`config.mk`:
```
export PLATFORM = sky130hd
export DESIGN_NAME = stc_core
export DESIGN_NICKNAME = d
export VERILOG_FILES = /design/src/stc_pkg.sv /design/src/stc_fifo.sv /design/src/stc_core.sv
export SDC_FILE = /design/constraint.sdc
export NUM_CORES = 1
export LEC_CHECK = 0
export BUFFER_PORTS_ARGS = -buffer_cell sky130_fd_sc_hd__buf_2
export CORE_MARGIN = 1
export CORE_UTILIZATION = 55
export CTS_CLUSTER_SIZE = 8
export DETAILED_ROUTE_END_ITERATION = 6
export PLACE_DENSITY = 0.74
export SYNTH_ARGS = -nofsm -noshare
export SYNTH_HDL_FRONTEND = slang
export SYNTH_SLANG_ARGS = --single-unit
```
`constraint.sdc`:
```
create_clock -name pclk -period 8 [get_ports pclk]
set_clock_uncertainty 0.1 [all_clocks]
set_input_delay 0.4 -clock pclk [delete_from_list [all_inputs] [get_ports pclk]]
set_output_delay 0.4 -clock pclk [all_outputs]
set_load 0.1 [all_outputs]
```
`src/stc_pkg.sv`:
```
/*
 * shared constants and types of the serial port transfer control block.
 * assumes a 125 MHz pclk and a 32-bit APB master in the same domain.
 */
package stc_pkg;
	localparam logic [11:0] ADDR_CTRL = 12'h000;
	localparam logic [11:0] ADDR_TX   = 12'h004;
	localparam logic [11:0] ADDR_RX   = 12'h008;
	localparam logic [11:0] ADDR_STAT = 12'h00c;

	localparam int B_EN    = 0;
	localparam int B_ROLE  = 1;
	localparam int B_PHASE = 2;
	localparam int B_IDLE  = 3;
	localparam int B_OD    = 4;
	localparam int B_LSB   = 5;
	localparam int B_TRIG  = 6;
	localparam int B_ZFILL = 7;
	localparam int B_RXFL  = 12;
	localparam int B_TXFL  = 13;

	localparam logic [13:0] CTRL_MASK = 14'h30ff;
	localparam logic [13:0] CTRL_RST  = 14'h0000;
	localparam logic [7:0]  FILL_BYTE = 8'h00;

	localparam int CLK_PERIOD_NS = 8;
	localparam int SCLK_HALF_NS  = 32;
	localparam int HALF_CYC      = (SCLK_HALF_NS + CLK_PERIOD_NS - 1) / CLK_PERIOD_NS;
	localparam logic [7:0] HALF_LAST = 8'(HALF_CYC - 1);
	localparam logic [3:0] LAST_BIT  = 4'h7;

	localparam int BYTE_W     = 8;
	localparam int FIFO_DEPTH = 16;

	typedef enum logic [2:0] {
		ST_IDLE  = 3'b001,
		ST_SHIFT = 3'b010,
		ST_GAP   = 3'b100
	} stc_state_type;

	typedef struct packed {
		logic sclk;
		logic ss_n;
		logic mosi;
		logic miso;
	} stc_pins_type;

	localparam stc_pins_type PINS_RST = '{sclk: 1'b0, ss_n: 1'b1, mosi: 1'b0, miso: 1'b0};

	typedef struct packed {
		logic [13:0]   ctrl;
		stc_state_type state;
		logic [7:0]    tx_sh;
		logic [7:0]    rx_sh;
		logic [7:0]    last_tx;
		logic [7:0]    rx_data;
		logic          rx_full;
		logic          rd_pend;
		logic [3:0]    bit_cnt;
		logic [7:0]    div;
		logic          half;
		stc_pins_type  pin_meta;
		stc_pins_type  pin_sync;
		stc_pins_type  pin_last;
		logic          sclk_o;
		logic          sclk_oe;
		logic          ss_n_o;
		logic          ss_n_oe;
		logic          mosi_o;
		logic          mosi_oe;
		logic          miso_o;
		logic          miso_oe;
		logic          pready;
		logic          pslverr;
		logic [31:0]   prdata;
		logic          irq;
	} stc_regs_type;

	localparam stc_regs_type REGS_RST = '{
		ctrl: CTRL_RST, state: ST_IDLE, tx_sh: 8'h00, rx_sh: 8'h00, last_tx: 8'h00,
		rx_data: 8'h00, rx_full: 1'b0, rd_pend: 1'b0, bit_cnt: 4'h0, div: 8'h00,
		half: 1'b0, pin_meta: PINS_RST, pin_sync: PINS_RST, pin_last: PINS_RST,
		sclk_o: 1'b0, sclk_oe: 1'b0, ss_n_o: 1'b1, ss_n_oe: 1'b0, mosi_o: 1'b0,
		mosi_oe: 1'b0, miso_o: 1'b0, miso_oe: 1'b0, pready: 1'b0, pslverr: 1'b0,
		prdata: 32'h0000_0000, irq: 1'b0};
endpackage : stc_pkg

```
`src/stc_fifo.sv`:
```
/*
 * transmit queue: synchronous FIFO with valid/ready on both sides.
 * assumes push and pop share pclk; flush empties it and refuses pushes.
 */
module stc_fifo #(
	parameter int WIDTH = 8,
	parameter int DEPTH = 16
) (
	input  wire logic             pclk,
	input  wire logic             presetn,
	input  wire logic             flush,
	input  wire logic             in_valid,
	output logic                  in_ready,
	input  wire logic [WIDTH-1:0] in_data,
	output logic                  out_valid,
	input  wire logic             out_ready,
	output logic      [WIDTH-1:0] out_data
);
	localparam int AW = $clog2(DEPTH);

	typedef struct packed {
		logic [DEPTH-1:0][WIDTH-1:0] mem;
		logic [AW-1:0]               wp;
		logic [AW-1:0]               rp;
		logic [AW:0]                 cnt;
	} stc_fifo_state_type;

	stc_fifo_state_type r;
	stc_fifo_state_type n;
	logic               push;
	logic               pop;

	assign in_ready  = !flush && (r.cnt != (AW+1)'(DEPTH));
	assign out_valid = !flush && (r.cnt != '0);
	assign out_data  = r.mem[r.rp];

	always_comb
	begin
		n    = r;
		push = in_valid && in_ready;
		pop  = out_valid && out_ready;
		if (flush)
		begin
			n.wp  = '0;
			n.rp  = '0;
			n.cnt = '0;
		end
		else
		begin
			if (push)
			begin
				n.mem[r.wp] = in_data;
				n.wp        = r.wp + 1'b1;
			end
			if (pop)
				n.rp = r.rp + 1'b1;
			if (push && !pop)
				n.cnt = r.cnt + 1'b1;
			else if (pop && !push)
				n.cnt = r.cnt - 1'b1;
		end
	end

	always_ff @(posedge pclk or negedge presetn)
	begin
		if (!presetn)
			r <= '0;
		else
			r <= n;
	end
endmodule : stc_fifo

```
`src/stc_core.sv`:
```
/*
 * serial peripheral port with APB control, a 16-byte transmit queue and
 * a one-byte receive holding register; acts as bus controller or target.
 * assumes an APB master on pclk; pin inputs are asynchronous and are
 * double-registered here; the board resolves pin levels from the enables.
 */
module stc_core (
	input  wire logic        pclk,
	input  wire logic        presetn,
	input  wire logic [11:0] paddr,
	input  wire logic        psel,
	input  wire logic        penable,
	input  wire logic        pwrite,
	input  wire logic [31:0] pwdata,
	output logic             pready,
	output logic      [31:0] prdata,
	output logic             pslverr,
	input  wire logic        sclk_in,
	output logic             sclk_out,
	output logic             sclk_oe,
	input  wire logic        ss_n_in,
	output logic             ss_n_out,
	output logic             ss_n_oe,
	input  wire logic        mosi_in,
	output logic             mosi_out,
	output logic             mosi_oe,
	input  wire logic        miso_in,
	output logic             miso_out,
	output logic             miso_oe,
	output logic             port_irq
);
	stc_pkg::stc_regs_type r;
	stc_pkg::stc_regs_type n;
	stc_pkg::stc_pins_type pins_in;
	logic                  fifo_in_valid;
	logic                  fifo_in_ready;
	logic                  fifo_out_valid;
	logic                  fifo_out_ready;
	logic [7:0]            fifo_out_data;
	logic                  load_now;
	logic                  done;
	logic [7:0]            done_byte;
	logic [7:0]            fill;
	logic [7:0]            rx_shifted;
	logic [7:0]            tx_shifted;
	logic                  sdi;
	logic                  sclk_edge;
	logic                  lead;
	logic                  trail;
	logic                  samp_t;
	logic                  shft_t;
	logic                  access;
	logic                  out_bit;
	logic                  drive;
	logic                  en;
	logic                  role;
	logic                  phase;
	logic                  idle_lvl;
	logic                  lsb;
	logic                  trig;
	logic                  txfl;
	logic                  rxfl;
	logic                  od;

	assign pins_in = '{sclk: sclk_in, ss_n: ss_n_in, mosi: mosi_in, miso: miso_in};
	assign en       = r.ctrl[stc_pkg::B_EN];
	assign role     = r.ctrl[stc_pkg::B_ROLE];
	assign phase    = r.ctrl[stc_pkg::B_PHASE];
	assign idle_lvl = r.ctrl[stc_pkg::B_IDLE];
	assign lsb      = r.ctrl[stc_pkg::B_LSB];
	assign trig     = r.ctrl[stc_pkg::B_TRIG];
	assign txfl     = r.ctrl[stc_pkg::B_TXFL];
	assign rxfl     = r.ctrl[stc_pkg::B_RXFL];
	assign od       = r.ctrl[stc_pkg::B_OD];

	// a full queue stalls the APB write through pready, so nothing is lost
	stc_fifo #(
		.WIDTH (stc_pkg::BYTE_W),
		.DEPTH (stc_pkg::FIFO_DEPTH)
	) u_txq (
		.pclk      (pclk),
		.presetn   (presetn),
		.flush     (txfl),
		.in_valid  (fifo_in_valid),
		.in_ready  (fifo_in_ready),
		.in_data   (pwdata[7:0]),
		.out_valid (fifo_out_valid),
		.out_ready (fifo_out_ready),
		.out_data  (fifo_out_data)
	);

	always_comb
	begin
		n              = r;
		load_now       = 1'b0;
		done           = 1'b0;
		fifo_in_valid  = 1'b0;
		fifo_out_ready = 1'b0;
		n.pready       = 1'b0;
		n.pslverr      = 1'b0;
		n.pin_meta     = pins_in;
		n.pin_sync     = r.pin_meta;
		n.pin_last     = r.pin_sync;
		// queue held in flush counts as empty for the fill choice
		fill = (fifo_out_valid && !txfl) ? fifo_out_data :
			(r.ctrl[stc_pkg::B_ZFILL] ? stc_pkg::FILL_BYTE : r.last_tx);
		sdi        = role ? r.pin_sync.miso : r.pin_sync.mosi;
		rx_shifted = lsb ? {sdi, r.rx_sh[7:1]} : {r.rx_sh[6:0], sdi};
		tx_shifted = lsb ? {1'b0, r.tx_sh[7:1]} : {r.tx_sh[6:0], 1'b0};
		sclk_edge  = r.pin_sync.sclk ^ r.pin_last.sclk;
		lead       = sclk_edge && (r.pin_sync.sclk != idle_lvl);
		trail      = sclk_edge && (r.pin_sync.sclk == idle_lvl);
		samp_t     = phase ? trail : lead;
		shft_t     = phase ? lead : trail;
		done_byte  = role ? r.rx_sh : rx_shifted;

		if (!en)
		begin
			n.state   = stc_pkg::ST_IDLE;
			n.rd_pend = 1'b0;
			n.ss_n_o  = 1'b1;
		end
		else
		begin
			case (r.state)
				stc_pkg::ST_IDLE:
				begin
					n.bit_cnt = 4'h0;
					n.div     = 8'h00;
					n.half    = 1'b0;
					if ((role && (trig ? (fifo_out_valid && !txfl) : r.rd_pend)) ||
						(!role && !r.pin_sync.ss_n && r.pin_last.ss_n))
					begin
						load_now       = 1'b1;
						fifo_out_ready = !txfl;
						n.tx_sh        = fill;
						n.last_tx      = fill;
						n.rd_pend      = 1'b0;
						n.ss_n_o       = !role;
						n.state        = stc_pkg::ST_SHIFT;
					end
				end
				stc_pkg::ST_SHIFT:
				begin
					if (role)
					begin
						n.div = r.div + 8'h01;
						if (r.div == stc_pkg::HALF_LAST)
						begin
							n.div  = 8'h00;
							n.half = !r.half;
							if (!r.half)
								n.rx_sh = rx_shifted;
							else
							begin
								n.bit_cnt = r.bit_cnt + 4'h1;
								if (r.bit_cnt == stc_pkg::LAST_BIT)
								begin
									done     = 1'b1;
									n.ss_n_o = 1'b1;
									n.state  = stc_pkg::ST_GAP;
								end
								else
									n.tx_sh = tx_shifted;
							end
						end
					end
					else if (r.pin_sync.ss_n)
						n.state = stc_pkg::ST_IDLE;
					else
					begin
						if (samp_t)
						begin
							n.rx_sh   = rx_shifted;
							n.bit_cnt = r.bit_cnt + 4'h1;
							if (r.bit_cnt == stc_pkg::LAST_BIT)
							begin
								done    = 1'b1;
								n.state = stc_pkg::ST_GAP;
							end
						end
						// with the pulse at bit start the first leading edge only
						// launches the byte already presented
						if (shft_t && (!phase || r.bit_cnt != 4'h0))
							n.tx_sh = tx_shifted;
					end
				end
				stc_pkg::ST_GAP:
				begin
					if (role)
					begin
						n.div = r.div + 8'h01;
						if (r.div == stc_pkg::HALF_LAST)
							n.state = stc_pkg::ST_IDLE;
					end
					else if (r.pin_sync.ss_n)
						n.state = stc_pkg::ST_IDLE;
				end
				default:
					n.state = stc_pkg::ST_IDLE;
			endcase
		end

		access = psel && penable && !r.pready;
		if (access)
		begin
			n.pready = 1'b1;
			case (paddr)
				stc_pkg::ADDR_CTRL:
				begin
					n.prdata = {18'h00000, r.ctrl};
					if (pwrite)
						n.ctrl = pwdata[13:0] & stc_pkg::CTRL_MASK;
				end
				stc_pkg::ADDR_TX:
				begin
					n.prdata = 32'h0000_0000;
					if (pwrite && !txfl)
					begin
						fifo_in_valid = 1'b1;
						n.pready      = fifo_in_ready;
					end
				end
				stc_pkg::ADDR_RX:
				begin
					n.prdata = {24'h000000, r.rx_data};
					if (!pwrite)
					begin
						n.rx_full = 1'b0;
						if (!trig && en)
							n.rd_pend = 1'b1;
					end
				end
				stc_pkg::ADDR_STAT:
					n.prdata = {28'h0000000, !fifo_in_ready, !fifo_out_valid, r.rx_full,
						r.state != stc_pkg::ST_IDLE};
				default:
				begin
					n.prdata  = 32'h0000_0000;
					n.pslverr = 1'b1;
				end
			endcase
		end

		// a byte that lands in the cycle of a read still sets the flag
		if (done && !rxfl)
		begin
			n.rx_data = done_byte;
			n.rx_full = 1'b1;
		end

		n.sclk_o = (n.ctrl[stc_pkg::B_ROLE] && n.state == stc_pkg::ST_SHIFT) ?
			(n.ctrl[stc_pkg::B_IDLE] ^ (n.ctrl[stc_pkg::B_PHASE] ? !n.half : n.half)) :
			n.ctrl[stc_pkg::B_IDLE];
		n.sclk_oe = n.ctrl[stc_pkg::B_EN] && n.ctrl[stc_pkg::B_ROLE];
		n.ss_n_oe = n.sclk_oe;
		out_bit   = n.ctrl[stc_pkg::B_LSB] ? n.tx_sh[0] : n.tx_sh[7];
		drive     = n.ctrl[stc_pkg::B_EN] && n.state == stc_pkg::ST_SHIFT;
		// open drain only ever pulls low; a one is left to the pull-up
		n.mosi_o  = n.ctrl[stc_pkg::B_OD] ? 1'b0 : out_bit;
		n.mosi_oe = drive && n.ctrl[stc_pkg::B_ROLE] && (!n.ctrl[stc_pkg::B_OD] || !out_bit);
		n.miso_o  = n.mosi_o;
		n.miso_oe = drive && !n.ctrl[stc_pkg::B_ROLE] && (!n.ctrl[stc_pkg::B_OD] || !out_bit);
		n.irq = n.ctrl[stc_pkg::B_EN] && !n.ctrl[stc_pkg::B_RXFL] && (n.ctrl[stc_pkg::B_TRIG] ?
			(!fifo_out_valid && n.state == stc_pkg::ST_IDLE) : n.rx_full);
	end

	always_ff @(posedge pclk or negedge presetn)
	begin
		if (!presetn)
			r <= stc_pkg::REGS_RST;
		else
			r <= n;
	end

	assign pready   = r.pready;
	assign prdata   = r.prdata;
	assign pslverr  = r.pslverr;
	assign sclk_out = r.sclk_o;
	assign sclk_oe  = r.sclk_oe;
	assign ss_n_out = r.ss_n_o;
	assign ss_n_oe  = r.ss_n_oe;
	assign mosi_out = r.mosi_o;
	assign mosi_oe  = r.mosi_oe;
	assign miso_out = r.miso_o;
	assign miso_oe  = r.miso_oe;
	assign port_irq = r.irq;
endmodule : stc_core

```
==> run metrics <==
r2r startpoint r[118]$_DFFE_PN0P_; drt total wl 24000 microns; fmax 241 MHz; Comb power frac 0.063; CTS H-Tree Depth 2; global-route wire length before repair 39900 microns; top cells by count, synth dfrtp_1 (225), mux2_2 (151), nand2_1 (63); ratio of cells with drive above 1 in the final layout 0.334; Flop pwr share 0.446; final instance area between 10000 and 15000 sq um; FILL cells 1518; top-count cell post-synth dfrtp_1; Max VDD drop ~0.23 mV; Tmin final slightly above 4000 ps; P_int just over 2 mW; register area share after synthesis 0.511; Hold EP r[118]$_DFFE_PN0P_; Pleak between 5 and 6 nW; delay-heaviest family, CP compound AO/OA/AOI/OAI gates; die span in x 145 microns; DP HPWL 15500 microns; Rel. slew slack 0.374; nets@finish between 1000 and 1500; fin crit share 0.518; WHS 27.4 ps; initial antenna violation count 0; Core Region 20200 sq um; Worst R2R Setup Slack roughly 3900 ps; DR iter-0 viols approximately 470; final hold viol count 0; Cell Rows 52; pwr dens between 200 and 250 nW/um^2; Crit Reg-Reg Endpoint u_txq.r[4]$_DFFE_PN0P_; Clk pin slew, worst setup/hold paths roughly 50 ps; #FFs+latches synth 230; CP Capture Type register; Worst-Margin Slew approximately 940 ps; CTS resizes 0; Overflow after GRT 0; Fin Setup TNS 0 ps; Final Max Tran Viols 0; clock power share 0.491; ANT cells 0; dpl cell area around 12000 sq um; critical path, cell by cell nand2b_1 -> o21ai_1 -> o21a_1 -> nand2_1 -> o21ai_0 -> ha_1 -> nor2b_1 -> o21ai_0 -> nand2b_1 -> or4_1 -> a211o_1 -> nand2_1; Via Count roughly 7000; Post-DRT Antenna Nets 0; clk sinks 230; post-synthesis cell area about 11000 sq um; Hold Path Class input port to register; synth top area cells dfrtp_1 (50%), mux2_2 (15%), mux4_2 (8.0%); Synth cell types 65; drt wl/cell about 20 microns; CTS tree done; Final Power ~2.6 mW; Critical Path Source r[118]$_DFFE_PN0P_; startpoint types register; leading area contributor after synthesis dfrtp_1; maximum clock path buffer count 3; crit-path max FO 23; max-cap violations 0; clock latency on the worst-skew pair between 500 and 600 ps; Initial Util 0.559; slowest stage delay, CP around 660 ps; R2R cell count 12; area growth from synthesis to layout 11.4%; post-synth top area share 0.499; setup slack after placement approximately 3900 ps; critical path class register to register; Pre-antenna DRT Iters 5; required time of the critical path between 8000 and 9000 ps; Total Routing Usage GR 0.239; outcome complete, no violations; CP max stage cell dfrtp_1; start point of the worst hold path pwdata[13]; number of synthesized flops with an enable pin 0; Synth Area per Inst roughly 13 sq um; vias in the first global route ~7400; PortBufs around 50; sw frac 0.240; FFs w/ async S/R, synth 1.00; Die Ht around 150 microns; CTS Buf Count 34; die area around 21000 sq um; setup bufs post-CTS 0; Top FF cell, synth dfrtp_1; synthesized instance count 900; Final setup viols 0; # IOs 96; pin count of the biggest net entering global routing 81; via density per instance between 5 and 6; Final GP Congestion between 0.8 and 0.9; clk root buf clkbuf_16; Final WS setup 3850 ps; RSZ-0062 raised after global routing no; Yosys Warn Count 0; CP Buf/Inv Count 0; CP arrival 4490 ps; Psw between 0.6 and 0.7 mW; drc violations 0; hold path depth 2
[state kept, by name, summed over array words and instances (netlist names), 8 cells and up]
register	flops
u_txq.r	141
r	57
n	8
prdata	10
[worst max path at each step]
| stage | cells after the start | endpoint |
|---|---|---|
| after floorplan | 14 | u_txq.r[4]$_DFFE_PN0P_ |
| after global placement | 12 | u_txq.r[4]$_DFFE_PN0P_ |
| after detailed placement | 12 | u_txq.r[4]$_DFFE_PN0P_ |
| after CTS | 12 | u_txq.r[4]$_DFFE_PN0P_ |
| after global routing | 12 | u_txq.r[4]$_DFFE_PN0P_ |
| final | 12 | u_txq.r[4]$_DFFE_PN0P_ |
[per-stage QoR]
| step | utilization | instances |
|---|---|---|
| 6_report | 0.623 | 1222 |
| 5_1_grt | 0.623 | 1222 |
| 3_3_place_gp | 0.573 | 1169 |
| 3_5_place_dp | 0.573 | 1169 |
| 2_1_floorplan | - | 921 |
| 4_1_cts | 0.623 | 1222 |
[cell type report]
class                      count  area, sq um  share of cell area
tap                          270          338              0.0269
clock inverter                 2         28.8             0.00229
sequential                   230         5760               0.459
timing repair buffer          63          368              0.0293
multi-input combinational    593         5070               0.404
clock buffer                  46          927              0.0738
inverter                      18         67.6             0.00538
[layout by cell type (no fill, tap or decap), types with 11 or more instances in the layout]
cell,synthesis,routed
a21oi_1,29,29
buf_2,8,50
clkbuf_16,0,35
conb_1,1,22
dfrtp_1,225,224
ha_1,11,11
inv_1,17,17
mux2_2,151,151
mux2i_1,11,11
mux4_2,40,40
nand2_1,63,63
nand2b_1,13,13
nand3_1,11,11
nor2_1,43,43
nor3_1,12,12
o21ai_0,46,46
[power by group through the flow]
| stage | Clock [mW] | Sequential, mW | Combinational (mW) |
|---|---|---|---|
| detailed placement | 0 | 1.20 | 0.166 |
| finish | 1.30 | 1.18 | 0.166 |
| CTS | 1.32 | 1.18 | 0.168 |
| floorplan | 0 | 1.21 | 0.115 |
| global route | 1.37 | 1.18 | 0.183 |
| global placement | 0 | 1.20 | 0.165 |
[routing by layer]
layer / vias to the layer above / routed length, microns / global-route usage / share of wire
met5: - / 0 / 0 / 0
met4: 0 / 697 / 0.0847 / 0.029
met3: 56 / 983 / 0.0343 / 0.041
met2: 178 / 11700 / 0.388 / 0.49
met1: 3673 / 10600 / 0.332 / 0.44
li1: 3301 / - / - / -
[cell families (layout without fill, tap and decap cells)]
family	after synthesis	in the layout	synth area share
other cells	1	22	0.000333
xor+xnor	11	11	0.00854
mux	202	202	0.240
flops	230	230	0.511
simple gates	217	217	0.106
compound gates	129	129	0.0739
buf+inv	98	129	0.0463
fa+ha+maj	12	12	0.0140
[what timing repair did]
action / in CTS / in global routing
hold buffers: 5 / 0
hold endpoints to repair: 82 / 0
setup endpoints to repair: 0 / 0
No activity file was read; power rests on OpenSTA's default activity.
